**src/cbm_pkg.sv**
```systemverilog
// How it works
// Separate data and fetch peripheral master ports
// Peripheral masters size transfers by byte enables
// Fetch peripheral write data always zero
// Fetch peripheral read-not-write tied to one
// Write data bus separate from read data
// Interconnect may OR buses for monitor
// Shared slave arbitrates both peripheral ports
// Local bus synchronous to core clock
// Immediate memory completes access in one cycle (data side here: local_data_done a cycle after the strobe)
// All local bus signals active high
// Local address valid only with strobe
// Byte enables valid only with strobe
// Byte enable bit zero is top lane
// Fetch local port: fetch strobe, no writes
// Debug reset and break inputs accepted
// Address strobe only in first cycle
// Memory ready ends transfer, data valid (fetch side here: local_fetch_instr arrives one cycle after local_fetch_done)
// Read/write strobe held until after ready
// Write data held until after ready
package cbm_pkg;
    localparam int          ADDR_W     = 32;
    localparam int          DATA_W     = 32;
    localparam int          BE_W       = 4;
    localparam logic [31:0] FETCH_WDATA = 32'h0000_0000;
    localparam logic        FETCH_RNW   = 1'h1;
    localparam logic [31:0] ADDR_RST    = 32'h0000_0000;
    localparam logic [3:0]  BE_NONE     = 4'h0;
    localparam logic [3:0]  BE_WORD     = 4'hF;

    // Legal lane patterns; bit 3 of the vector is lane 0, the top byte
    function automatic logic cbm_be_legal(input logic [3:0] be);
        case (be)
            4'h0, 4'h1, 4'h2, 4'h4, 4'h8, 4'h3, 4'hC, 4'hF: cbm_be_legal = 1'b1;
            default: cbm_be_legal = 1'b0;
        endcase
    endfunction
endpackage

```
**src/cbm_if.sv**
```systemverilog
interface cbm_if
    import cbm_pkg::*;
(
    input wire logic clk,
    input wire logic rst
);
    // Data-side peripheral master
    logic [ADDR_W-1:0] dside_master_address;
    logic [BE_W-1:0]   dside_master_byte_enables;
    logic              dside_master_lock;
    logic [DATA_W-1:0] dside_master_write_data;
    logic              dside_master_request;
    logic              dside_master_read_not_write;
    logic              dside_master_select;
    logic              dside_master_sequential;
    logic [DATA_W-1:0] dside_read_data_in;
    logic              dside_error_ack_in;
    logic              dside_grant_in;
    logic              dside_retry_in;
    logic              dside_timeout_in;
    logic              dside_transfer_ack_in;
    // Fetch-side peripheral master
    logic [ADDR_W-1:0] fside_master_address;
    logic [BE_W-1:0]   fside_master_byte_enables;
    logic              fside_master_lock;
    logic [DATA_W-1:0] fside_master_write_data;
    logic              fside_master_request;
    logic              fside_master_read_not_write;
    logic              fside_master_select;
    logic              fside_master_sequential;
    logic [DATA_W-1:0] fside_read_data_in;
    logic              fside_error_ack_in;
    logic              fside_grant_in;
    logic              fside_retry_in;
    logic              fside_timeout_in;
    logic              fside_transfer_ack_in;
    // Data-side local port
    logic [ADDR_W-1:0] local_data_address;
    logic [BE_W-1:0]   local_data_byte_enables;
    logic [DATA_W-1:0] local_data_write;
    logic              local_data_addr_strobe;
    logic              local_data_read_strobe;
    logic              local_data_write_strobe;
    logic [DATA_W-1:0] local_data_read;
    logic              local_data_done;
    // Fetch-side local port
    logic [ADDR_W-1:0] local_fetch_address;
    logic              local_fetch_addr_strobe;
    logic              local_fetch_in_progress;
    logic [DATA_W-1:0] local_fetch_instr;
    logic              local_fetch_done;

    modport core (
        output dside_master_address, dside_master_byte_enables, dside_master_lock,
        output dside_master_write_data, dside_master_request,
        output dside_master_read_not_write, dside_master_select, dside_master_sequential,
        input  dside_read_data_in, dside_error_ack_in, dside_grant_in, dside_retry_in,
        input  dside_timeout_in, dside_transfer_ack_in,
        output fside_master_address, fside_master_byte_enables, fside_master_lock,
        output fside_master_write_data, fside_master_request,
        output fside_master_read_not_write, fside_master_select, fside_master_sequential,
        input  fside_read_data_in, fside_error_ack_in, fside_grant_in, fside_retry_in,
        input  fside_timeout_in, fside_transfer_ack_in,
        output local_data_address, local_data_byte_enables, local_data_write,
        output local_data_addr_strobe, local_data_read_strobe, local_data_write_strobe,
        input  local_data_read, local_data_done,
        output local_fetch_address, local_fetch_addr_strobe, local_fetch_in_progress,
        input  local_fetch_instr, local_fetch_done
    );
    modport fabric (
        input  dside_master_address, dside_master_byte_enables, dside_master_lock,
        input  dside_master_write_data, dside_master_request,
        input  dside_master_read_not_write, dside_master_select, dside_master_sequential,
        output dside_read_data_in, dside_error_ack_in, dside_grant_in, dside_retry_in,
        output dside_timeout_in, dside_transfer_ack_in,
        input  fside_master_address, fside_master_byte_enables, fside_master_lock,
        input  fside_master_write_data, fside_master_request,
        input  fside_master_read_not_write, fside_master_select, fside_master_sequential,
        output fside_read_data_in, fside_error_ack_in, fside_grant_in, fside_retry_in,
        output fside_timeout_in, fside_transfer_ack_in,
        input  local_data_address, local_data_byte_enables, local_data_write,
        input  local_data_addr_strobe, local_data_read_strobe, local_data_write_strobe,
        output local_data_read, local_data_done,
        input  local_fetch_address, local_fetch_addr_strobe, local_fetch_in_progress,
        output local_fetch_instr, local_fetch_done
    );
endinterface

```
**src/cbm_core_ports.sv**
```systemverilog
module cbm_core_ports
    import cbm_pkg::*;
(
    // Clock and resets
    input  wire logic              clk,
    input  wire logic              rst,
    input  wire logic              debug_reset_in,
    input  wire logic              external_break_in,
    input  wire logic              external_nonmaskable_break_in,
    input  wire logic              interrupt_in,
    // Bus side
    cbm_if.core                    bus,
    // Data peripheral request
    input  wire logic              dp_req,
    input  wire logic              dp_rnw,
    input  wire logic              dp_lock,
    input  wire logic              dp_seq,
    input  wire logic [ADDR_W-1:0] dp_addr,
    input  wire logic [BE_W-1:0]   dp_be,
    input  wire logic [DATA_W-1:0] dp_wdata,
    output logic                   dp_busy,
    output logic                   dp_done,
    output logic                   dp_err,
    output logic [DATA_W-1:0]      dp_rdata,
    // Fetch peripheral request
    input  wire logic              fp_req,
    input  wire logic [ADDR_W-1:0] fp_addr,
    output logic                   fp_busy,
    output logic                   fp_done,
    output logic                   fp_err,
    output logic [DATA_W-1:0]      fp_rdata,
    // Data local request
    input  wire logic              dl_req,
    input  wire logic              dl_rnw,
    input  wire logic [ADDR_W-1:0] dl_addr,
    input  wire logic [BE_W-1:0]   dl_be,
    input  wire logic [DATA_W-1:0] dl_wdata,
    output logic                   dl_ready,
    output logic                   dl_done,
    output logic [DATA_W-1:0]      dl_rdata,
    // Fetch local request
    input  wire logic              fl_req,
    input  wire logic [ADDR_W-1:0] fl_addr,
    output logic                   fl_ready,
    output logic                   fl_done,
    output logic [DATA_W-1:0]      fl_rdata,
    // Debug state seen by the core
    output logic                   halt_pending,
    output logic                   irq_seen
);
    // ==========================================================
    // Debug inputs, synchronised
    logic       srst;
    logic [3:0] dbg_s1_r, dbg_s2_r;
    always_ff @(posedge clk) begin
        dbg_s1_r <= {debug_reset_in, external_break_in, external_nonmaskable_break_in,
                     interrupt_in};
        dbg_s2_r <= dbg_s1_r;
    end
    assign srst = rst | dbg_s2_r[3];
    always_ff @(posedge clk) begin
        if (srst) halt_pending <= 1'b0;
        else if (dbg_s2_r[1] | dbg_s2_r[2]) halt_pending <= 1'b1;
    end
    always_ff @(posedge clk) begin
        if (srst) irq_seen <= 1'b0;
        else irq_seen <= dbg_s2_r[0];
    end

    // ==========================================================
    // Peripheral masters: byte-enable sizing only, no other sizing path
    typedef enum logic [1:0] {
        CBM_P_IDLE = 2'b00,
        CBM_P_REQ  = 2'b01,
        CBM_P_XFER = 2'b10
    } cbm_pst_e;
    cbm_pst_e dp_st_r, fp_st_r;

    // Data peripheral
    always_ff @(posedge clk) begin
        if (srst) begin
            dp_st_r <= CBM_P_IDLE;
            bus.dside_master_request <= 1'b0;
            bus.dside_master_select <= 1'b0;
            bus.dside_master_lock <= 1'b0;
            bus.dside_master_sequential <= 1'b0;
            bus.dside_master_read_not_write <= 1'b0;
            bus.dside_master_address <= ADDR_RST;
            bus.dside_master_byte_enables <= BE_NONE;
            bus.dside_master_write_data <= FETCH_WDATA;
            {dp_done, dp_err} <= 2'h0;
            dp_rdata <= FETCH_WDATA;
        end else begin
            dp_done <= 1'b0;
            dp_err  <= 1'b0;
            case (dp_st_r)
                CBM_P_IDLE: begin
                    if (dp_req) begin
                        bus.dside_master_request        <= 1'b1;
                        bus.dside_master_lock           <= dp_lock;
                        bus.dside_master_address        <= dp_addr;
                        bus.dside_master_byte_enables   <= dp_be;
                        bus.dside_master_read_not_write <= dp_rnw;
                        bus.dside_master_write_data     <= dp_rnw ? FETCH_WDATA : dp_wdata;
                        bus.dside_master_sequential     <= dp_seq;
                        dp_st_r                         <= CBM_P_REQ;
                    end
                end
                CBM_P_REQ: begin
                    if (bus.dside_grant_in) begin
                        bus.dside_master_request <= 1'b0;
                        bus.dside_master_select  <= 1'b1;
                        dp_st_r                  <= CBM_P_XFER;
                    end
                end
                CBM_P_XFER: begin
                    if (bus.dside_transfer_ack_in | bus.dside_error_ack_in |
                        bus.dside_timeout_in) begin
                        bus.dside_master_select     <= 1'b0;
                        bus.dside_master_lock       <= 1'b0;
                        bus.dside_master_sequential <= 1'b0;
                        dp_done                     <= 1'b1;
                        dp_err  <= bus.dside_error_ack_in | bus.dside_timeout_in;
                        dp_rdata <= bus.dside_read_data_in;
                        dp_st_r  <= CBM_P_IDLE;
                    end else if (bus.dside_retry_in) begin
                        // Retry drops the cycle and re-arbitrates with same request
                        bus.dside_master_select  <= 1'b0;
                        bus.dside_master_request <= 1'b1;
                        dp_st_r                  <= CBM_P_REQ;
                    end
                end
                default: dp_st_r <= CBM_P_IDLE;
            endcase
        end
    end
    assign dp_busy = (dp_st_r != CBM_P_IDLE);

    // Fetch peripheral: read only, write bus constant
    assign bus.fside_master_write_data     = FETCH_WDATA;
    assign bus.fside_master_read_not_write = FETCH_RNW;
    assign bus.fside_master_byte_enables   = BE_WORD;
    assign bus.fside_master_lock           = 1'b0;
    always_ff @(posedge clk) begin
        if (srst) begin
            fp_st_r <= CBM_P_IDLE;
            bus.fside_master_request <= 1'b0;
            bus.fside_master_select <= 1'b0;
            bus.fside_master_sequential <= 1'b0;
            bus.fside_master_address <= ADDR_RST;
            {fp_done, fp_err} <= 2'h0;
            fp_rdata <= FETCH_WDATA;
        end else begin
            fp_done <= 1'b0;
            fp_err  <= 1'b0;
            case (fp_st_r)
                CBM_P_IDLE: begin
                    if (fp_req) begin
                        bus.fside_master_request <= 1'b1;
                        bus.fside_master_address <= fp_addr;
                        fp_st_r                  <= CBM_P_REQ;
                    end
                end
                CBM_P_REQ: begin
                    if (bus.fside_grant_in) begin
                        bus.fside_master_request <= 1'b0;
                        bus.fside_master_select  <= 1'b1;
                        fp_st_r                  <= CBM_P_XFER;
                    end
                end
                CBM_P_XFER: begin
                    if (bus.fside_transfer_ack_in | bus.fside_error_ack_in |
                        bus.fside_timeout_in) begin
                        bus.fside_master_select <= 1'b0;
                        fp_done  <= 1'b1;
                        fp_err   <= bus.fside_error_ack_in | bus.fside_timeout_in;
                        fp_rdata <= bus.fside_read_data_in;
                        fp_st_r  <= CBM_P_IDLE;
                    end else if (bus.fside_retry_in) begin
                        bus.fside_master_select  <= 1'b0;
                        bus.fside_master_request <= 1'b1;
                        fp_st_r                  <= CBM_P_REQ;
                    end
                end
                default: fp_st_r <= CBM_P_IDLE;
            endcase
        end
    end
    assign fp_busy = (fp_st_r != CBM_P_IDLE);

    // ==========================================================
    // Data local port; all strobes high true
    logic dl_act_r, dl_rnw_r;
    // Start in the done cycle keeps the strobe high back to back
    assign dl_ready = ~dl_act_r | bus.local_data_done;
    logic dl_start;
    assign dl_start = dl_req & dl_ready & cbm_be_legal(dl_be);
    always_ff @(posedge clk) begin
        if (srst) begin
            dl_act_r                    <= 1'b0;
            dl_rnw_r                    <= 1'b0;
            bus.local_data_addr_strobe  <= 1'b0;
            bus.local_data_address      <= ADDR_RST;
            bus.local_data_byte_enables <= BE_NONE;
            bus.local_data_write        <= FETCH_WDATA;
        end else begin
            bus.local_data_addr_strobe <= dl_start;
            if (dl_start) begin
                dl_act_r                    <= 1'b1;
                dl_rnw_r                    <= dl_rnw;
                bus.local_data_address      <= dl_addr;
                bus.local_data_byte_enables <= dl_be;
                bus.local_data_write        <= dl_wdata;
            end else if (dl_act_r & bus.local_data_done) begin
                dl_act_r <= 1'b0;
            end
        end
    end
    // Strobes drop after the ready edge, so one-cycle memory gives one-cycle access
    assign bus.local_data_read_strobe  = dl_act_r & dl_rnw_r;
    assign bus.local_data_write_strobe = dl_act_r & ~dl_rnw_r;
    assign dl_done  = dl_act_r & bus.local_data_done;
    assign dl_rdata = bus.local_data_read;

    // ==========================================================
    // Fetch local port: read only, fetch strobe
    logic fl_act_r;
    assign fl_ready = ~fl_act_r | bus.local_fetch_done;
    always_ff @(posedge clk) begin
        if (srst) begin
            fl_act_r                    <= 1'b0;
            bus.local_fetch_addr_strobe <= 1'b0;
            bus.local_fetch_address     <= ADDR_RST;
        end else begin
            bus.local_fetch_addr_strobe <= fl_req & fl_ready;
            if (fl_req & fl_ready) begin
                fl_act_r                <= 1'b1;
                bus.local_fetch_address <= fl_addr;
            end else if (bus.local_fetch_done) begin
                fl_act_r <= 1'b0;
            end
        end
    end
    // Back-to-back fetches keep the strobe high: one fetch per clock
    assign bus.local_fetch_in_progress = fl_act_r;
    assign fl_done  = fl_act_r & bus.local_fetch_done;
    assign fl_rdata = bus.local_fetch_instr;
endmodule

```
**src/flat_wrapper.sv**
```systemverilog
// flat-port wrapper written by rule: the top's interface ports become plain ports
module cbm_core_ports_flat import cbm_pkg::*;
  (clk, rst, debug_reset_in, external_break_in, external_nonmaskable_break_in, interrupt_in, dp_req, dp_rnw, dp_lock, dp_seq, dp_addr, dp_be, dp_wdata, dp_busy, dp_done, dp_err, dp_rdata, fp_req, fp_addr, fp_busy, fp_done, fp_err, fp_rdata, dl_req, dl_rnw, dl_addr, dl_be, dl_wdata, dl_ready, dl_done, dl_rdata, fl_req, fl_addr, fl_ready, fl_done, fl_rdata, halt_pending, irq_seen, bus_dside_master_address, bus_dside_master_byte_enables, bus_dside_master_lock, bus_dside_master_write_data, bus_dside_master_request, bus_dside_master_read_not_write, bus_dside_master_select, bus_dside_master_sequential, bus_dside_read_data_in, bus_dside_error_ack_in, bus_dside_grant_in, bus_dside_retry_in, bus_dside_timeout_in, bus_dside_transfer_ack_in, bus_fside_master_address, bus_fside_master_byte_enables, bus_fside_master_lock, bus_fside_master_write_data, bus_fside_master_request, bus_fside_master_read_not_write, bus_fside_master_select, bus_fside_master_sequential, bus_fside_read_data_in, bus_fside_error_ack_in, bus_fside_grant_in, bus_fside_retry_in, bus_fside_timeout_in, bus_fside_transfer_ack_in, bus_local_data_address, bus_local_data_byte_enables, bus_local_data_write, bus_local_data_addr_strobe, bus_local_data_read_strobe, bus_local_data_write_strobe, bus_local_data_read, bus_local_data_done, bus_local_fetch_address, bus_local_fetch_addr_strobe, bus_local_fetch_in_progress, bus_local_fetch_instr, bus_local_fetch_done);
  cbm_if bus_i (.clk(clk), .rst(rst));
  input  wire logic clk;
  input  wire logic rst;
  input  wire logic debug_reset_in;
  input  wire logic external_break_in;
  input  wire logic external_nonmaskable_break_in;
  input  wire logic interrupt_in;
  input  wire logic dp_req;
  input  wire logic dp_rnw;
  input  wire logic dp_lock;
  input  wire logic dp_seq;
  input  wire logic [ADDR_W-1:0] dp_addr;
  input  wire logic [BE_W-1:0] dp_be;
  input  wire logic [DATA_W-1:0] dp_wdata;
  output logic dp_busy;
  output logic dp_done;
  output logic dp_err;
  output logic [DATA_W-1:0] dp_rdata;
  input  wire logic fp_req;
  input  wire logic [ADDR_W-1:0] fp_addr;
  output logic fp_busy;
  output logic fp_done;
  output logic fp_err;
  output logic [DATA_W-1:0] fp_rdata;
  input  wire logic dl_req;
  input  wire logic dl_rnw;
  input  wire logic [ADDR_W-1:0] dl_addr;
  input  wire logic [BE_W-1:0] dl_be;
  input  wire logic [DATA_W-1:0] dl_wdata;
  output logic dl_ready;
  output logic dl_done;
  output logic [DATA_W-1:0] dl_rdata;
  input  wire logic fl_req;
  input  wire logic [ADDR_W-1:0] fl_addr;
  output logic fl_ready;
  output logic fl_done;
  output logic [DATA_W-1:0] fl_rdata;
  output logic halt_pending;
  output logic irq_seen;
  output wire logic [$bits(bus_i.dside_master_address)-1:0] bus_dside_master_address;
  output wire logic [$bits(bus_i.dside_master_byte_enables)-1:0] bus_dside_master_byte_enables;
  output wire logic [$bits(bus_i.dside_master_lock)-1:0] bus_dside_master_lock;
  output wire logic [$bits(bus_i.dside_master_write_data)-1:0] bus_dside_master_write_data;
  output wire logic [$bits(bus_i.dside_master_request)-1:0] bus_dside_master_request;
  output wire logic [$bits(bus_i.dside_master_read_not_write)-1:0] bus_dside_master_read_not_write;
  output wire logic [$bits(bus_i.dside_master_select)-1:0] bus_dside_master_select;
  output wire logic [$bits(bus_i.dside_master_sequential)-1:0] bus_dside_master_sequential;
  input wire logic [$bits(bus_i.dside_read_data_in)-1:0] bus_dside_read_data_in;
  input wire logic [$bits(bus_i.dside_error_ack_in)-1:0] bus_dside_error_ack_in;
  input wire logic [$bits(bus_i.dside_grant_in)-1:0] bus_dside_grant_in;
  input wire logic [$bits(bus_i.dside_retry_in)-1:0] bus_dside_retry_in;
  input wire logic [$bits(bus_i.dside_timeout_in)-1:0] bus_dside_timeout_in;
  input wire logic [$bits(bus_i.dside_transfer_ack_in)-1:0] bus_dside_transfer_ack_in;
  output wire logic [$bits(bus_i.fside_master_address)-1:0] bus_fside_master_address;
  output wire logic [$bits(bus_i.fside_master_byte_enables)-1:0] bus_fside_master_byte_enables;
  output wire logic [$bits(bus_i.fside_master_lock)-1:0] bus_fside_master_lock;
  output wire logic [$bits(bus_i.fside_master_write_data)-1:0] bus_fside_master_write_data;
  output wire logic [$bits(bus_i.fside_master_request)-1:0] bus_fside_master_request;
  output wire logic [$bits(bus_i.fside_master_read_not_write)-1:0] bus_fside_master_read_not_write;
  output wire logic [$bits(bus_i.fside_master_select)-1:0] bus_fside_master_select;
  output wire logic [$bits(bus_i.fside_master_sequential)-1:0] bus_fside_master_sequential;
  input wire logic [$bits(bus_i.fside_read_data_in)-1:0] bus_fside_read_data_in;
  input wire logic [$bits(bus_i.fside_error_ack_in)-1:0] bus_fside_error_ack_in;
  input wire logic [$bits(bus_i.fside_grant_in)-1:0] bus_fside_grant_in;
  input wire logic [$bits(bus_i.fside_retry_in)-1:0] bus_fside_retry_in;
  input wire logic [$bits(bus_i.fside_timeout_in)-1:0] bus_fside_timeout_in;
  input wire logic [$bits(bus_i.fside_transfer_ack_in)-1:0] bus_fside_transfer_ack_in;
  output wire logic [$bits(bus_i.local_data_address)-1:0] bus_local_data_address;
  output wire logic [$bits(bus_i.local_data_byte_enables)-1:0] bus_local_data_byte_enables;
  output wire logic [$bits(bus_i.local_data_write)-1:0] bus_local_data_write;
  output wire logic [$bits(bus_i.local_data_addr_strobe)-1:0] bus_local_data_addr_strobe;
  output wire logic [$bits(bus_i.local_data_read_strobe)-1:0] bus_local_data_read_strobe;
  output wire logic [$bits(bus_i.local_data_write_strobe)-1:0] bus_local_data_write_strobe;
  input wire logic [$bits(bus_i.local_data_read)-1:0] bus_local_data_read;
  input wire logic [$bits(bus_i.local_data_done)-1:0] bus_local_data_done;
  output wire logic [$bits(bus_i.local_fetch_address)-1:0] bus_local_fetch_address;
  output wire logic [$bits(bus_i.local_fetch_addr_strobe)-1:0] bus_local_fetch_addr_strobe;
  output wire logic [$bits(bus_i.local_fetch_in_progress)-1:0] bus_local_fetch_in_progress;
  input wire logic [$bits(bus_i.local_fetch_instr)-1:0] bus_local_fetch_instr;
  input wire logic [$bits(bus_i.local_fetch_done)-1:0] bus_local_fetch_done;
  assign bus_dside_master_address = bus_i.dside_master_address;
  assign bus_dside_master_byte_enables = bus_i.dside_master_byte_enables;
  assign bus_dside_master_lock = bus_i.dside_master_lock;
  assign bus_dside_master_write_data = bus_i.dside_master_write_data;
  assign bus_dside_master_request = bus_i.dside_master_request;
  assign bus_dside_master_read_not_write = bus_i.dside_master_read_not_write;
  assign bus_dside_master_select = bus_i.dside_master_select;
  assign bus_dside_master_sequential = bus_i.dside_master_sequential;
  assign bus_i.dside_read_data_in = bus_dside_read_data_in;
  assign bus_i.dside_error_ack_in = bus_dside_error_ack_in;
  assign bus_i.dside_grant_in = bus_dside_grant_in;
  assign bus_i.dside_retry_in = bus_dside_retry_in;
  assign bus_i.dside_timeout_in = bus_dside_timeout_in;
  assign bus_i.dside_transfer_ack_in = bus_dside_transfer_ack_in;
  assign bus_fside_master_address = bus_i.fside_master_address;
  assign bus_fside_master_byte_enables = bus_i.fside_master_byte_enables;
  assign bus_fside_master_lock = bus_i.fside_master_lock;
  assign bus_fside_master_write_data = bus_i.fside_master_write_data;
  assign bus_fside_master_request = bus_i.fside_master_request;
  assign bus_fside_master_read_not_write = bus_i.fside_master_read_not_write;
  assign bus_fside_master_select = bus_i.fside_master_select;
  assign bus_fside_master_sequential = bus_i.fside_master_sequential;
  assign bus_i.fside_read_data_in = bus_fside_read_data_in;
  assign bus_i.fside_error_ack_in = bus_fside_error_ack_in;
  assign bus_i.fside_grant_in = bus_fside_grant_in;
  assign bus_i.fside_retry_in = bus_fside_retry_in;
  assign bus_i.fside_timeout_in = bus_fside_timeout_in;
  assign bus_i.fside_transfer_ack_in = bus_fside_transfer_ack_in;
  assign bus_local_data_address = bus_i.local_data_address;
  assign bus_local_data_byte_enables = bus_i.local_data_byte_enables;
  assign bus_local_data_write = bus_i.local_data_write;
  assign bus_local_data_addr_strobe = bus_i.local_data_addr_strobe;
  assign bus_local_data_read_strobe = bus_i.local_data_read_strobe;
  assign bus_local_data_write_strobe = bus_i.local_data_write_strobe;
  assign bus_i.local_data_read = bus_local_data_read;
  assign bus_i.local_data_done = bus_local_data_done;
  assign bus_local_fetch_address = bus_i.local_fetch_address;
  assign bus_local_fetch_addr_strobe = bus_i.local_fetch_addr_strobe;
  assign bus_local_fetch_in_progress = bus_i.local_fetch_in_progress;
  assign bus_i.local_fetch_instr = bus_local_fetch_instr;
  assign bus_i.local_fetch_done = bus_local_fetch_done;
  cbm_core_ports u_core (.clk(clk), .rst(rst), .debug_reset_in(debug_reset_in), .external_break_in(external_break_in), .external_nonmaskable_break_in(external_nonmaskable_break_in), .interrupt_in(interrupt_in), .bus(bus_i), .dp_req(dp_req), .dp_rnw(dp_rnw), .dp_lock(dp_lock), .dp_seq(dp_seq), .dp_addr(dp_addr), .dp_be(dp_be), .dp_wdata(dp_wdata), .dp_busy(dp_busy), .dp_done(dp_done), .dp_err(dp_err), .dp_rdata(dp_rdata), .fp_req(fp_req), .fp_addr(fp_addr), .fp_busy(fp_busy), .fp_done(fp_done), .fp_err(fp_err), .fp_rdata(fp_rdata), .dl_req(dl_req), .dl_rnw(dl_rnw), .dl_addr(dl_addr), .dl_be(dl_be), .dl_wdata(dl_wdata), .dl_ready(dl_ready), .dl_done(dl_done), .dl_rdata(dl_rdata), .fl_req(fl_req), .fl_addr(fl_addr), .fl_ready(fl_ready), .fl_done(fl_done), .fl_rdata(fl_rdata), .halt_pending(halt_pending), .irq_seen(irq_seen));
endmodule
```
**config.mk**
```make
export PLATFORM = sky130hd
export DESIGN_NAME = cbm_core_ports_flat
export DESIGN_NICKNAME = d
export VERILOG_FILES = /design/src/cbm_pkg.sv /design/src/cbm_if.sv /design/src/cbm_core_ports.sv /design/src/flat_wrapper.sv
export SDC_FILE = /design/constraint.sdc
export NUM_CORES = 1
export LEC_CHECK = 0
export ABC_AREA = 1
export BUFFER_PORTS_ARGS = -buffer_cell sky130_fd_sc_hd__buf_2
export CAP_MARGIN = 20
export CORE_AREA = 2 2 293 295
export CTS_CLUSTER_SIZE = 10
export DETAILED_ROUTE_END_ITERATION = 8
export DIE_AREA = 0 0 295 297
export PLACE_DENSITY = 0.33
export SLEW_MARGIN = 10
export SYNTH_ARGS = -nofsm -noshare
export SYNTH_HDL_FRONTEND = slang
export SYNTH_SLANG_ARGS = --single-unit
```
**constraint.sdc**
```tcl
create_clock -name clk -period 1.6 [get_ports clk]
set_input_delay 0.32 -clock clk [delete_from_list [all_inputs] [get_ports clk]]
set_output_delay 0.32 -clock clk [all_outputs]
set_load 0.1 [all_outputs]
```
==> summary.md <==
| Metric | Value |
|---|---|
| Pins Over Slew Limit | `0` |
| Share of cells above drive strength 1 | `32.91%` |
| Number of synthesized flops with an enable pin | `0` |
| RSZ-0062 raised after global routing | `yes` |
| Min-delay worst type | `input port to flip-flop` |
| FILL cells | `9437` |
| Vias in the first global route | `11615` |
| HP Start | `bus_fside_read_data_in[27]` |
| Asr flop ratio synth | `0%` |
| Most frequent cell after synthesis | `nor2_1` |
| Vias | `11668` |
| Hold Fails Final Rpt | `0` |
| GR Util All Layers | `9.676%` |
| First-pass GRT wire length | `66850 µm` |
| Area share of the largest cell type after synthesis | `51.58%` |
| TritonCTS clock tree | `yes` |
| CP startpoint | `u_core.dl_act_r$_SDFFE_PP0P_` |
| PwrDens | `1100 nW/µm²` |
| Most used DFF post-synth | `dfxtp_1` |
| Max Freq | `622.8 MHz` |
| Core Box Area | `84480 µm²` |
| Clock slew at reported path FFs | `0.05 ns` |
| Yosys cell types | `24` |
| Clock latency on the worst-skew pair | `0.54 ns` |
| Final setup margin | `-0.005649 ns` |
| Per-cell routed wire length | `13.27 µm` |
| Final setup violation count | `1` |
| Die width | `295 µm` |
| Leak | `8.797 nW` |
| CP endpoint kind | `primary output` |
| Antenna cell count | `0` |
| Minimum clock period | `1.606 ns` |
| Crit path launch type | `flip-flop` |
| Largest net degree at the start of global routing | `60` |
| Worst EP arrival | `1.29 ns` |
| TritonCTS Sinks | `294` |
| Average size of a mapped cell | `7.582 µm²` |
| # rows | `107` |
| Clk root buf | `clkbuf_16` |
| Grt ovf | `0` |
| Pre-CTS WS | `-0.1100 ns` |
| Sequential share of power | `36.7%` |
| Initial Utilization | `13.51%` |
| CP max FO | `4` |
| Sequential cell area fraction in the yosys report | `51.58%` |
| Inserted Clock Buffers | `40` |
| Initial antenna violation count | `7` |
| Area growth syn-to-layout | `67.48%` |
| Final Routed Wirelength | `44670 µm` |
| Switch Pwr | `6.778 mW` |
| Antenna-violating nets left | `0` |
| Failing checks | `setup timing` |
| H-tree depth | `2` |
| Max clock buf depth | `3` |
| Most instantiated cells after synthesis | `515 x nor2_1, 294 x dfxtp_1, 162 x o21ai_0` |
| Max_cap viols | `0` |
| Clock skew | `0.009223 ns` |
| Residual DRC | `0` |
| Status | `finished with violations` |
| Setup_tns | `-0.005649 ns` |
| Synth Cell Area | `11410 µm²` |
| I/O pins | `745` |
| Net Sw Frac | `32.25%` |
| Top post-synthesis cells by area | `dfxtp_1 52%, nor2_1 17%, buf_4 7.2%` |
| Int Power | `14.24 mW` |
| DP HPWL | `33280 µm` |
| Area occupied by multi-input gates | `4073 µm²` |
| Die area | `87620 µm²` |
| Syn Inst Count | `1505` |
| Register area | `5904 µm²` |
| Final net count | `2550` |
| Yosys warning total | `0` |
| R2r startpoint | `u_core.dp_st_r[0]$_SDFFE_PP0P_` |
| Initial DRC count | `407` |
| Crit Path Class | `flip-flop to primary output` |
| Tcrit/Tclk final | `100.4%` |
| Synth area leader | `dfxtp_1` |
| Routability-driven placement congestion ratio | `0.7771` |
| Post-synthesis register bit count | `294` |
| Reg-to-reg slack, setup | `0.09 ns` |
| Buffers on Ports | `577` |
| Max VDD drop | `0.8119 mV` |
| DR vias/cell | `3.467` |
| Die height | `297 µm` |
| TritonRoute pass-1 iters | `4` |
| CP required | `1.28 ns` |
| Clk network pwr share | `42.1%` |
| Combinational Power Share | `21.2%` |
| Hold WS | `0.04666 ns` |
final timing paths:
check,cells after the start,to
max,3,dl_ready
min,3,u_core.fp_rdata[27]$_SDFFE_PP0P_
max reg2reg,6,u_core.bus.dside_master_address[5]$_SDFFE_PP0P_
min reg2reg,0,u_core.dbg_s2_r[2]$_DFF_P_
layout by cell type (no fill, tap or decap), types with 2 or more instances in the layout:
cell type / instances
o21ai_1: 4
bufinv_16: 2
clkinv_2: 3
nor2_1: 513
nand2_1: 156
dfxtp_2: 3
clkbuf_16: 41
o21ai_0: 162
conb_1: 39
clkbuf_1: 11
buf_6: 6
clkinvlp_4: 2
a22oi_1: 32
buf_12: 26
dlygate4sd3_1: 162
buf_4: 316
dfxtp_4: 4
buf_2: 289
nor2_4: 7
inv_1: 92
clkbuf_8: 9
inv_2: 11
nand2_4: 2
nand3_1: 13
a21oi_1: 12
dfxtp_1: 287
nor3_1: 5
nand2_2: 6
final cells by class:
class	count	area share [%]
Timing Repair Buffer	799	31.54
Sequential cell	294	30.90
Multi-Input combinational cell	956	21.31
Tap cell	1144	7.490
Clock buffer	61	6.233
Inverter	104	2.056
Clock inverter	7	0.4714
worst max-delay path, stage by stage, from the launching register on:
cell,delay (ns)
dfxtp_4,0.37
buf_12,0.13
nand2_8,0.08
buf_12,0.17
cells by family after synthesis:
logic type               count (synthesis)  synth area share (%)
flip-flops                             294                 51.58
other                                    2               0.06581
AO/OA/AOI/OAI                          212                 10.05
buffers and inverters                  292                 14.44
AND/OR/NAND/NOR                        704                 23.75
adder cells (fa/ha/maj)                  1                0.1096
stage by stage:
step	std cells	instance area, µm²	power (mW)	utilization [%]
floorplan	1542	11570	11.64	-
global placement	3131	15360	11.85	18.18
detailed placement	3131	15360	11.86	18.18
CTS	3363	19060	21.54	22.57
global route	3365	19110	22.04	22.62
finish	3365	19110	21.02	22.62
flip-flops by register name (all words and copies together), names as in the netlist, 32 cells and up:
register,flops
u_core.bus.dside_master_address,32
u_core.bus.dside_master_write_data,32
u_core.bus.fside_master_address,32
u_core.bus.local_data_address,32
u_core.bus.local_data_write,32
u_core.bus.local_fetch_address,32
u_core.dp_rdata,32
u_core.fp_rdata,32
timing repair:
item / 4_1_cts / 5_1_grt
pin swaps: 4 / 2
endpoints found under the setup margin: 287 / 48
hold buffers: 162 / 0
setup buffers: 2 / 2
hold endpoints to repair: 162 / 0
gates resized for setup: 312 / 8
power by group through the flow:
stage | clock network [mW] | logic (mW) | registers (mW)
final | 8.86 | 4.45 | 7.72
after global routing | 9.58 | 4.72 | 7.74
after CTS | 9.35 | 4.48 | 7.72
after floorplan | 0 | 2.14 | 9.50
after detailed placement | 0 | 4.00 | 7.86
after global placement | 0 | 4.00 | 7.85
layer usage:
layer | vias to the layer above | track usage, % | part of all wire, %
li1 | 5877 | - | -
met5 | - | 0 | 0.14
met3 | 85 | 3.870 | 9.7
met1 | 5247 | 10.70 | 40
met4 | 10 | 3.049 | 2.5
met2 | 449 | 16.82 | 48
No activity file was read; power rests on OpenSTA's default activity.
